--- config.mk ---
export PLATFORM = sky130hd
export DESIGN_NAME = reset_sequencer_status
export DESIGN_NICKNAME = d
export VERILOG_FILES = /design/src/reset_sequencer_status.v
export VERILOG_INCLUDE_DIRS = /design/src
export SDC_FILE = /design/constraint.sdc
export NUM_CORES = 1
export LEC_CHECK = 0
export BUFFER_PORTS_ARGS = -buffer_cell sky130_fd_sc_hd__buf_4
export CORE_MARGIN = 2
export CORE_UTILIZATION = 35
export DETAILED_ROUTE_END_ITERATION = 8
export HOLD_SLACK_MARGIN = 0.06
export PLACE_DENSITY = 0.6
export SYNTH_ARGS = -nofsm -noshare
export SYNTH_HDL_FRONTEND = slang
export SYNTH_SLANG_ARGS = --single-unit
--- constraint.sdc ---
create_clock -name clk_sys -period 2.53 [get_ports clk_sys]
set_clock_uncertainty 0.05 [all_clocks]
set_input_delay 0.506 -clock clk_sys [delete_from_list [all_inputs] [get_ports clk_sys]]
set_output_delay 0.506 -clock clk_sys [all_outputs]
set_load 0.03 [all_outputs]
--- src/reset_seq_regs.vh ---
// Register offsets, field positions, reset values and timing counts
// for the reset sequencer. Included by the sequencer module and its bench.
`ifndef RESET_SEQ_REGS_VH
`define RESET_SEQ_REGS_VH

// AXI4-Lite byte offsets
`define RS_CAUSE_OFS 4'h0
`define RS_CTRL_OFS 4'h4
`define RS_STATE_OFS 4'h8

// Reset cause register bit positions
`define RS_BIT_LOWSUP 1
`define RS_BIT_MONITOR 2
`define RS_BIT_BADADDR 3
`define RS_BIT_BADOP 4
`define RS_BIT_WDOG 5
`define RS_BIT_EXT 6
`define RS_BIT_POWERON 7

// Control register bit positions
`define RS_CTRL_STOP_OK 0
`define RS_CTRL_WDOG_EN 1

// Reset values
`define RS_CAUSE_RST 8'h80
`define RS_CTRL_RST 2'h0

// Timing counts in reference-clock cycles
`define RS_LINE_CYC 32
`define RS_HOLD_CYC 32
`define RS_SAMPLE_CYC 32
`define RS_STAB_CYC 4096
`define RS_CPU_CYC 64
`define RS_EXT_MIN_CYC 4

// Reset vector address and watchdog service address
`define RS_VECTOR_HI 16'hFFFE
`define RS_VECTOR_LO 16'hFFFF
`define RS_WDOG_ADDR 16'hFFFF

`endif

--- src/reset_sequencer_status.v ---
// Reset sequencer: gathers reset causes, drives the shared open-drain
// reset line, times oscillator stabilization and releases the CPU.
// Assumes clk_sys is the crystal reference clock, all inputs synchronous.
//
// Contract
// - Reset aborts instruction, fetch vector FFFE/FFFF
// - Reset selects reference clock divided by four
// - Line held low min time sets external flag
// - Internal reset drives line low 32 cycles
// - Hold device in reset 32 more cycles
// - Power-on: 4096-cycle stabilization, line low throughout
// - Then line released +32, CPU +64 cycles
// - Power-on sets power-on and low-supply, clears others
// - Watchdog overflow resets, sets watchdog flag
// - Write to top address clears watchdog counter
// - Low-supply holds line, stabilizes, then releases
// - Low-supply reset sets low-supply flag
// - Illegal opcode resets, sets bad-opcode flag
// - Stop with stop-allow clear is illegal opcode
// - Opcode fetch unmapped resets, sets bad-address flag
// - Data access unmapped causes no reset
// - Cause register read-only, cleared by read
// - Sample line 32 cycles after release
// - Flags accumulate until register is read
// - Monitor entry reset sets monitor flag
`timescale 1ns/1ps
`default_nettype none
`include "reset_seq_regs.vh"

module reset_sequencer_status #(
  parameter STAB_CYC = `RS_STAB_CYC,
  parameter WDOG_W = 13,
  parameter EXT_MIN_CYC = `RS_EXT_MIN_CYC
) (
  // Clock, reset, enable
  input wire clk_sys,
  input wire nrst,
  input wire clk_en,
  // Shared open-drain reset line
  input wire rst_line_in,
  output reg rst_line_out,
  output reg rst_line_oe,
  // Reset causes from the core
  input wire power_on,
  input wire supply_low,
  input wire opcode_fetch,
  input wire opcode_bad,
  input wire opcode_stop,
  input wire addr_unmapped,
  input wire monitor_force,
  input wire cpu_write,
  input wire [15:0] cpu_addr,
  // Core control
  output reg cpu_in_reset,
  output reg clocks_held,
  output reg vector_fetch,
  output reg [15:0] vector_addr,
  output reg bus_div4,
  // AXI4-Lite slave
  input wire [3:0] s_axi_awaddr,
  input wire s_axi_awvalid,
  output reg s_axi_awready,
  input wire [31:0] s_axi_wdata,
  input wire [3:0] s_axi_wstrb,
  input wire s_axi_wvalid,
  output reg s_axi_wready,
  output reg [1:0] s_axi_bresp,
  output reg s_axi_bvalid,
  input wire s_axi_bready,
  input wire [3:0] s_axi_araddr,
  input wire s_axi_arvalid,
  output reg s_axi_arready,
  output reg [31:0] s_axi_rdata,
  output reg [1:0] s_axi_rresp,
  output reg s_axi_rvalid,
  input wire s_axi_rready
);

  // Sequencer states, one-hot
  // RUN: CPU executes, causes are watched
  // STAB: oscillator settling, clocks held, line driven low
  // LINE: line driven low so outside parts reset too
  // HOLD: line free, device still in reset
  // EXT: spare code, never entered
  // VEC: one cycle of reset vector fetch
  // Power and supply events jump to STAB from any state
  // An internal cause jumps from RUN to LINE
  // An external low on the line jumps from RUN to HOLD
  // The one-hot code is readable on the state register
  // for debug; software must not rely on it in the field
  localparam [5:0] ST_RUN = 6'h01;
  localparam [5:0] ST_STAB = 6'h02;
  localparam [5:0] ST_LINE = 6'h04;
  localparam [5:0] ST_HOLD = 6'h08;
  localparam [5:0] ST_EXT = 6'h10;
  localparam [5:0] ST_VEC = 6'h20;
  // Last counter values; integer maths cut to the counter width
  // Limitation: STAB_CYC above 8192 would not fit the counter
  localparam integer STAB_LAST_I = STAB_CYC - 1;
  localparam integer LINE_LAST_I = `RS_LINE_CYC - 1;
  localparam integer HOLD_LAST_I = `RS_HOLD_CYC - 1;
  localparam integer EXT_LAST_I = EXT_MIN_CYC - 1;
  localparam [12:0] STAB_LAST = STAB_LAST_I[12:0];
  localparam [12:0] LINE_LAST = LINE_LAST_I[12:0];
  localparam [12:0] HOLD_LAST = HOLD_LAST_I[12:0];
  localparam [12:0] EXT_LAST = EXT_LAST_I[12:0];

  // Two-stage reset release; only the second stage is used
  reg rst_s1_r;
  reg rst_s2_r;
  always @(posedge clk_sys or negedge nrst) begin
    if (!nrst) begin
      rst_s1_r <= 1'b0;
      rst_s2_r <= 1'b0;
    end else begin
      rst_s1_r <= 1'b1;
      rst_s2_r <= rst_s1_r;
    end
  end
  wire rst_n = rst_s2_r;

  // Sequencer state and shared phase counter
  // One counter serves all phases; it restarts on every change
  // of state, which keeps the area small at the cost of having
  // no overlap between phases
  reg [5:0] state_r;
  reg [5:0] state_nxt;
  reg [12:0] cnt_r;
  reg [12:0] cnt_nxt;
  reg [7:0] cause_r;
  reg [7:0] cause_nxt;
  reg [1:0] ctrl_r;
  reg [WDOG_W-1:0] wdog_r;
  reg [12:0] ext_cnt_r;
  reg internal_r;

  // Cause detection; data accesses to unmapped space are ignored
  // The bad-opcode and bad-address causes are qualified by the opcode
  // fetch strobe, so a data cycle on a hole in the map never starts a reset
  // Causes other than power, supply and the end-of-HOLD line sample count only while running; during a sequence they
  // would restart nothing and are dropped on purpose
  wire stop_bad = opcode_stop & ~ctrl_r[`RS_CTRL_STOP_OK];
  wire bad_op = opcode_fetch & (opcode_bad | stop_bad);
  wire bad_addr = opcode_fetch & addr_unmapped;
  wire wdog_ovf = ctrl_r[`RS_CTRL_WDOG_EN] & (&wdog_r);
  wire wdog_clr = cpu_write & (cpu_addr == `RS_WDOG_ADDR);
  wire ext_seen = (ext_cnt_r == EXT_LAST);
  wire running = (state_r == ST_RUN);
  wire int_src = running & (bad_op | bad_addr | wdog_ovf | monitor_force);

  // AXI handshakes
  // A write is taken only with address and data both offered,
  // and only when no response is pending; this gives one write
  // at a time without a separate outstanding counter
  wire aw_ok = s_axi_awvalid & s_axi_wvalid & ~s_axi_bvalid;
  wire ar_ok = s_axi_arvalid & ~s_axi_rvalid;
  wire rd_cause = ar_ok & (s_axi_araddr == `RS_CAUSE_OFS);

  // Sequencer next state; power and supply take priority over all
  // Timeline after an internal cause, counted from the edge that
  // leaves RUN:
  //   cycles 0..31   LINE, line driven low
  //   cycles 32..63  HOLD, line free, CPU still in reset
  //   cycle 64       VEC, vector fetch pulse
  //   cycle 65       back in RUN
  // After power or supply events STAB comes first and lasts
  // STAB_CYC cycles; the same LINE and HOLD phases then follow,
  // so the line is released 32 and the CPU 64 cycles after the
  // settling delay
  // An external reset skips LINE: the outside party already
  // holds the line, and driving it too would hide its release
  always @* begin
    state_nxt = state_r;
    cnt_nxt = cnt_r + 13'h0001;
    case (state_r)
      ST_RUN: begin
        cnt_nxt = 13'h0000;
        if (int_src) begin
          state_nxt = ST_LINE;
        end else if (ext_seen) begin
          state_nxt = ST_HOLD;
        end
      end
      ST_STAB: begin
        if (cnt_r == STAB_LAST) begin
          state_nxt = ST_LINE;
          cnt_nxt = 13'h0000;
        end
      end
      ST_LINE: begin
        if (cnt_r == LINE_LAST) begin
          state_nxt = ST_HOLD;
          cnt_nxt = 13'h0000;
        end
      end
      ST_HOLD: begin
        if (cnt_r == HOLD_LAST) begin
          state_nxt = ST_VEC;
          cnt_nxt = 13'h0000;
        end
      end
      ST_VEC: begin
        state_nxt = ST_RUN;
        cnt_nxt = 13'h0000;
      end
      default: begin
        state_nxt = ST_RUN;
        cnt_nxt = 13'h0000;
      end
    endcase
    if (power_on | supply_low) begin
      state_nxt = ST_STAB;
      cnt_nxt = 13'h0000;
    end
  end

  // Cause flags: set wins over the read clear
  // A cause in the cycle of a read stays visible for the next
  // read instead of being lost; the price is that the same
  // read may return it once more
  // Power-on is applied last so it clears every flag other than power-on and low-supply
  // Bit 0 is forced low so the spare bit always reads zero
  always @* begin
    cause_nxt = cause_r;
    if (rd_cause) begin
      cause_nxt = 8'h00;
    end
    if (running & bad_op) begin
      cause_nxt[`RS_BIT_BADOP] = 1'b1;
    end
    if (running & bad_addr) begin
      cause_nxt[`RS_BIT_BADADDR] = 1'b1;
    end
    if (running & wdog_ovf) begin
      cause_nxt[`RS_BIT_WDOG] = 1'b1;
    end
    if (running & monitor_force) begin
      cause_nxt[`RS_BIT_MONITOR] = 1'b1;
    end
    if (running & ext_seen & ~int_src) begin
      cause_nxt[`RS_BIT_EXT] = 1'b1;
    end
    // Sample line once hold time elapses after an internal release
    if (state_r == ST_HOLD && cnt_r == HOLD_LAST && internal_r && !rst_line_in) begin
      cause_nxt[`RS_BIT_EXT] = 1'b1;
    end
    if (supply_low) begin
      cause_nxt[`RS_BIT_LOWSUP] = 1'b1;
    end
    if (power_on) begin
      cause_nxt = 8'h00;
      cause_nxt[`RS_BIT_POWERON] = 1'b1;
      cause_nxt[`RS_BIT_LOWSUP] = 1'b1;
    end
    cause_nxt[0] = 1'b0;
  end

  // State, flags, counters; accumulation until read
  always @(posedge clk_sys or negedge rst_n) begin
    if (!rst_n) begin
      state_r <= ST_STAB;
      cnt_r <= 13'h0000;
      cause_r <= `RS_CAUSE_RST;
      ctrl_r <= `RS_CTRL_RST;
      wdog_r <= {WDOG_W{1'b0}};
      ext_cnt_r <= 13'h0000;
      internal_r <= 1'b1;
    end else if (clk_en) begin
      state_r <= state_nxt;
      cnt_r <= cnt_nxt;
      cause_r <= cause_nxt;
      if (state_nxt == ST_STAB || (running && int_src)) begin
        internal_r <= 1'b1;
      end else if (running && ext_seen) begin
        internal_r <= 1'b0;
      end
      // Watchdog runs only while the CPU runs
      // It counts even while disabled, but only the enable lets
      // the all-ones value start a reset; a service write clears
      // it whether or not the watchdog is enabled
      if (!running || wdog_clr || wdog_ovf) begin
        wdog_r <= {WDOG_W{1'b0}};
      end else begin
        wdog_r <= wdog_r + {{(WDOG_W-1){1'b0}}, 1'b1};
      end
      // Low-time filter on the external line, only while running
      if (!running || rst_line_in || rst_line_oe) begin
        ext_cnt_r <= 13'h0000;
      end else if (!ext_seen) begin
        ext_cnt_r <= ext_cnt_r + 13'h0001;
      end
      if (aw_ok && s_axi_awaddr == `RS_CTRL_OFS && s_axi_wstrb[0]) begin
        ctrl_r <= s_axi_wdata[1:0];
      end
    end
  end

  // Registered outputs toward the pin and the core
  // All but rst_line_out, vector_addr and bus_div4, which stays set, are decoded from the next state so they change on the
  // same edge as the state, with no extra cycle of lag
  // The line is open drain: the data output stays low and only
  // the enable decides whether the line is pulled
  always @(posedge clk_sys or negedge rst_n) begin
    if (!rst_n) begin
      rst_line_out <= 1'b0;
      rst_line_oe <= 1'b1;
      cpu_in_reset <= 1'b1;
      clocks_held <= 1'b1;
      vector_fetch <= 1'b0;
      vector_addr <= `RS_VECTOR_HI;
      bus_div4 <= 1'b1;
    end else if (clk_en) begin
      rst_line_out <= 1'b0;
      rst_line_oe <= (state_nxt == ST_STAB) || (state_nxt == ST_LINE);
      cpu_in_reset <= (state_nxt != ST_RUN);
      clocks_held <= (state_nxt == ST_STAB);
      vector_fetch <= (state_nxt == ST_VEC);
      vector_addr <= `RS_VECTOR_HI;
      if (state_nxt != ST_RUN) begin
        bus_div4 <= 1'b1;
      end
    end
  end

  // AXI4-Lite slave: single-cycle accept, response next cycle
  // Map: cause at 0x0 read only and cleared by read,
  // control at 0x4, state at 0x8 read only
  // Writes to read-only or unmapped offsets answer SLVERR and
  // change nothing; unmapped reads answer SLVERR with zero data
  // Readies pulse for one cycle; valids stand until taken
  always @(posedge clk_sys or negedge rst_n) begin
    if (!rst_n) begin
      s_axi_awready <= 1'b0;
      s_axi_wready <= 1'b0;
      s_axi_bvalid <= 1'b0;
      s_axi_bresp <= 2'h0;
      s_axi_arready <= 1'b0;
      s_axi_rvalid <= 1'b0;
      s_axi_rresp <= 2'h0;
      s_axi_rdata <= 32'h00000000;
    end else if (clk_en) begin
      s_axi_awready <= aw_ok & ~s_axi_awready;
      s_axi_wready <= aw_ok & ~s_axi_awready;
      if (aw_ok && !s_axi_awready) begin
        s_axi_bvalid <= 1'b1;
        // Cause register is read-only; writes to it get SLVERR
        s_axi_bresp <= (s_axi_awaddr == `RS_CTRL_OFS) ? 2'h0 : 2'h2;
      end else if (s_axi_bready) begin
        s_axi_bvalid <= 1'b0;
      end
      s_axi_arready <= ar_ok & ~s_axi_arready;
      if (ar_ok && !s_axi_arready) begin
        s_axi_rvalid <= 1'b1;
        s_axi_rresp <= 2'h0;
        case (s_axi_araddr)
          `RS_CAUSE_OFS: s_axi_rdata <= {24'h000000, cause_r};
          `RS_CTRL_OFS: s_axi_rdata <= {30'h0, ctrl_r};
          `RS_STATE_OFS: s_axi_rdata <= {26'h0, state_r};
          default: begin
            s_axi_rdata <= 32'h00000000;
            s_axi_rresp <= 2'h2;
          end
        endcase
      end else if (s_axi_rready) begin
        s_axi_rvalid <= 1'b0;
      end
    end
  end

endmodule
`default_nettype wire

# Word level (Yosys, flattened, before mapping)
# Cells that the tools add are included.
# W data, S select, Z words.
[word_totals]
register_bits = 101
inputBits = 77
output_inout_bits = 63
elab_cells = 153
[op_classes]
add_sub_neg = 3
eq_ne = 16
muxes = 32
n_bitwise = 29
reduce_logical = 47
[ops]
columns = ["cell", "count"]
rows = [
  ["$mux W13", 6],
  ["$add A13 B1 Y13 const B", 3],
  ["$mux W6", 6],
  ["$reduce_and A2 Y1", 14],
  ["$pmux W13 S2", 1],
  ["$pmux W6 S4", 1],
  ["$pmux W8 S3", 1],
  ["$and A1 B1 Y1", 18],
  ["$eq A16 B16 Y1 const B", 1],
  ["$mux W8", 2],
  ["$reduce_bool A3 Y1", 5],
  ["$eq A13 B12 Y1 const B", 1],
  ["$eq A13 B2 Y1 const B", 1],
  ["$eq A13 B5 Y1 const B", 1],
  ["$mux W1", 13],
  ["$reduce_and A13 Y1", 1],
  ["$eq A6 B2 Y1 const B", 2],
  ["$eq A6 B3 Y1 const B", 2],
  ["$logic_and A1 B1 Y1", 9],
  ["$eq A4 B3 Y1 const B", 2],
  ["$reduce_bool A2 Y1", 4],
  ["$eq A6 B1 Y1 const B", 1],
  ["$eq A6 B4 Y1 const B", 1],
  ["$eq A6 B6 Y1 const B", 1],
  ["other kinds (12)", 30],
]

# Logic depth before layout (Yosys ltp)
[logic_depth]
word_depth = 15
ltp_mapped = 8
depth_no_buf = 6

# Worst setup path before layout
# Ideal clock, no wire load.
[synth_path]
kind = "register to register"
startpoint = "register wdog_r[0]"
endpoint = "register cause_r[5]"
setup_ns = 0.121
t_arrival_ns = 1.734
t_required_ns = 2.359
path_slack_ns = 0.625
path_stages_with_launch = 8
n_path_buf = 1
period_less_slack_ns = 1.905
path_cell_list = "dfrtp_1 > ha_1 > nand3_4 > or4_4 > buf_6 > nor2_4 > o21ai_1 > a22o_1"
[synth_between]
elab_chain_cells = 5
elab_cells_between_ends = 7
cone_classes = "mux: 2; bitwise: 2; reduce/logical: 3"
[synth_lines]
columns = ["item", "line_no", "source"]
rows = [
  ["start: declaration", "reset_sequencer_status.v:133", "reg [WDOG_W-1:0] wdog_r;"],
  ["start signal: assignment", "reset_sequencer_status.v:265", "wdog_r <= {WDOG_W{1'b0}};"],
  ["start signal: assignment", "reset_sequencer_status.v:282", "wdog_r <= {WDOG_W{1'b0}};"],
  ["start signal: assignment", "reset_sequencer_status.v:284", "wdog_r <= wdog_r + {{(WDOG_W-1){1'b0}}, 1'b1};"],
  ["$reduce_and A13 Y1 *", "reset_sequencer_status.v:145", "wire wdog_ovf = ctrl_r[`RS_CTRL_WDOG_EN] & (&wdog_r);"],
  ["$and A1 B1 Y1 *", "reset_sequencer_status.v:145", ""],
  ["$and A1 B1 Y1 *", "reset_sequencer_status.v:234", "if (running & wdog_ovf) begin"],
  ["$reduce_bool A3 Y1 (no line) or $mux W1 (tied branches)", "-", ""],
  ["$reduce_and A2 Y1 (no line) or $mux W8 (tied branches)", "-", ""],
  ["end signal: assignment", "reset_sequencer_status.v:263", "cause_r <= `RS_CAUSE_RST;"],
  ["end signal: assignment", "reset_sequencer_status.v:271", "cause_r <= cause_nxt;"],
  ["end: declaration", "reset_sequencer_status.v:130", "reg [7:0] cause_r;"],
]
# Mark *: on every way between the ends. The rest lies on a longest branch, timed or not.
# A chain may end at the register's enable or synchronous reset.

# Final worst setup path
[layout_path]
startpoint = "register wdog_r[0]"
endpoint = "register state_r[0]"
[layout_between]
elab_chain_cells = 8
[layout_lines]
columns = ["item", "line_no", "source"]
rows = [
  ["$reduce_and A13 Y1", "reset_sequencer_status.v:145", ""],
  ["$and A1 B1 Y1", "reset_sequencer_status.v:145", ""],
  ["$or A1 B1 Y1 (2 in series)", "reset_sequencer_status.v:149", "wire int_src = running & (bad_op | bad_addr | wdog_ovf | monitor_force);"],
  ["$and A1 B1 Y1", "reset_sequencer_status.v:149", ""],
  ["$mux W6", "reset_sequencer_status.v:178", "if (int_src) begin"],
  ["$pmux W6 S4", "reset_sequencer_status.v:175", "case (state_r)"],
  ["$mux W6", "reset_sequencer_status.v:211", "if (power_on | supply_low) begin"],
  ["end signal: assignment", "reset_sequencer_status.v:269", "state_r <= state_nxt;"],
  ["end: declaration", "reset_sequencer_status.v:126", "reg [5:0] state_r;"],
]
# Every way passes these cells.

==> impl_metrics.py <==
metrics = {
    "pwr": {
        "vdd_ir_drop_max_mv": 0.341,
        "power.density_nw_per_um2": 617,
        "power.leakage_uw": 0.00235,
    },
    "clock_tree": {
        "cts_tree": "done",
        "clkLatencyLatePin_ns": 0.34,
        "clock_sinks": 75,
        "hold_buffers": 1,
        "clockBufferDepth": 2,
        "clkTransAtPathRegs_ns": 0.06,
        "cts_buffers": 9,
        "cts.htree.levels": 3,
        "postCtsResizedCells": 0,
        "cts_setup_buffers": 0,
        "root_buffer": "clkbuf_16",
    },
    "critical_path": {
        "slowest_delay_ns": 0.68,
        "r2r-start": "wdog_r[0]",
        "crit_arrival_ns": 2.41,
        "path_delay_family": "simple AND/OR/NAND/NOR gates",
        "path_buf_inv": 0,
        "crit_start": "wdog_r[0]",
        "cp.depth": 6,
        "cp_common_cell": "o21ai_0",
        "cp.required_ns": 2.68,
        "worstSetupStartpointType": "flop",
        "path_cells": "ha_1 -> nand3_4 -> or4_4 -> nor4bb_1 -> o21ai_0 -> o21ai_0",
        "crit_end": "state_r[0]",
        "critPathKind": "flop to flop",
        "path_max_fanout": 14,
        "r2r_cells": 6,
        "slowest_stage": "or4_4",
        "reg2reg_slack_ns": 0.27,
        "cp-end-kind": "flop",
        "r2r-end": "state_r[0]",
    },
    "timing": {
        "rsz0062_at_grt": "false",
        "drv_slew": 0,
        "worstMarginPinSlew_ns": 0.744,
        "period_minus_slack_ns": 2.26,
        "max-slew-margin-rel_pct": 49.9,
        "fmax_mhz": 443,
        "fin_crit_sh_pct": 89.2,
        "setup-tns-final_ns": 0,
        "finalSetupViolCount": 0,
        "finalHoldViolCount": 0,
    },
    "final_layout": {
        "diodes": 0,
        "mostFrequentLayoutCells": "68 x dfrtp_1, 67 x buf_4, 47 x nand2_1, 45 x conb_1, 31 x o21ai_0",
        "layout_commonest_cell": "dfrtp_1",
        "drive_gt1_share_pct": 21.4,
        "fin_nets": 613,
        "syn2layout_area_growth_pct": 19.3,
        "fin_util_pct": 43.1,
    },
    "logic_synthesis": {
        "synth_top_area_share_pct": 39.4,
        "synth_area_um2": 4380,
        "synth_seq_area_share_pct": 43.0,
        "avgSynthCellArea_um2": 9.34,
        "synth_area_leaders": "dfrtp_1 39%, buf_4 7.9%, nand2_1 4.0%, dfstp_2 3.6%, o21ai_0 3.5%",
        "synth_enable_flop_cells": 0,
        "synth_top_area_cell": "dfrtp_1",
        "ys.flop_type": "dfrtp_1",
        "syn-instance-count": 469,
        "synth-seq-cells": 75,
        "synth-async-reset-ratio_pct": 100,
        "synth.distinct_cells": 67,
        "yosys_warnings": 0,
    },
    "routing": {
        "drt_wl_total_um": 10100,
        "routed_via_density": 5.15,
        "wl_per_cell_um": 14.3,
        "dr.pass1.iters": 4,
        "drc": 0,
        "vias": 3636,
        "ant_nets": 0,
        "drtIter0Drc": 213,
    },
    "placement": {
        "dp_hpwl_um": 7020,
        "portBuffers": 62,
        "routabilityCongestion": 0.780,
    },
    "floorplan": {
        "start_util_pct": 36.2,
        "core-area_um2": 12100,
        "die_area_um2": 13400,
        "rows": 40,
        "ios": 140,
        "dieWidth_um": 116,
        "fp.dieH_um": 116,
    },
    "global_routing": {
        "grt_start_max_net_pins": 74,
        "grt_pass1_vias": 3478,
        "antenna_found_initial": 0,
        "grt-ovfl-total": 0,
        "grt_pass1_wl_um": 16900,
        "grt_usage_pct": 15.8,
    },
    "hold_path": {
        "hp-class": "flop to async pin",
    },
    "status": {
        "status": "completed",
    },
    "job": {
        "maxCapViolCount": 0,
    },
}
## worst min path at each step
stage,startpoint,to
floorplan,nrst,rst_n
global placement,nrst,rst_s1_r
detailed placement,nrst,rst_s1_r
CTS,rst_n,wdog_r[8]
global route,rst_n,wdog_r[8]
finish,rst_n,wdog_r[6]
## stage by stage
| stage | setup slack [ns] | std cells | hold slack [ns] | power [µW] | cell area (µm²) |
|---|---|---|---|---|---|
| global placement | 0.320 | 689 | 0.239 | 1760 | 4870 |
| finish | 0.274 | 706 | 0.210 | 3220 | 5230 |
| floorplan | 0.247 | 512 | 0.160 | 1650 | 4540 |
| CTS | 0.298 | 706 | 0.270 | 3260 | 5230 |
| detailed placement | 0.302 | 689 | 0.240 | 1760 | 4870 |
| global route | 0.112 | 706 | 0.300 | 3360 | 5230 |
## flip-flops by register name, summed over array words and instances, names as in the netlist, 2 cells and up
name         flops
wdog_r          13
cause_r          7
ctrl_r           2
ext_cnt_r       13
state_r          6
cnt_r           13
s_axi_rdata      8
## worst register-to-register path: cells and delay by family, from the launching register on
family | cells | cell delay [ns]
flip-flops | 1 | 0.38
adder cells (fa/ha/maj) | 1 | 0.25
AO/OA/AOI/OAI | 2 | 0.45
AND/OR/NAND/NOR | 3 | 0.98
## Yosys cell counts, types with 9 or more instances
cell	number
mux2i_1	9
a31oi_1	16
nand4_1	13
nor2_1	28
a21oi_1	13
nor4_1	9
buf_4	46
and3_1	9
inv_1	20
nand3_1	26
o21ai_0	31
a22o_1	10
dfrtp_1	69
nand2_1	47
## metal layers
layer / track usage [%] / wire length, µm / vias up
met2: 26.3 / 4920 / 92
li1: - / - / 1748
met5: 0 / 0 / -
met4: 5.87 / 171 / 0
met3: 3.50 / 500 / 16
met1: 20.2 / 4500 / 1780
## cell type report
| cell class | count | area (µm²) |
|---|---|---|
| clock buffer | 11 | 243 |
| fill | 1227 | 6890 |
| tap | 168 | 210 |
| inverter | 20 | 75.1 |
| multi-input combinational | 357 | 2160 |
| sequential | 75 | 1890 |
| clock inverter | 5 | 100 |
| timing repair buffer | 70 | 553 |
## logic make-up (layout without fill, tap and decap cells)
group           count (synthesis)  count (layout)  synth area share, %
other cells                     2              45                0.171
flops                          75              75                 43.0
mux                            13              13                 3.08
simple gates                  173             173                 22.1
xor+xnor                        8               8                 1.60
compound gates                115             115                 17.7
buf+inv                        80             106                 11.4
fa+ha+maj                       3               3                0.857
## where the power goes
| part | total, µW | internal [µW] | switching, µW |
|---|---|---|---|
| Sequential | 1280 | 1250 | 36.4 |
| Clock | 1490 | 987 | 499 |
| Combinational | 455 | 151 | 304 |
No activity file was read; power rests on OpenSTA's default activity.
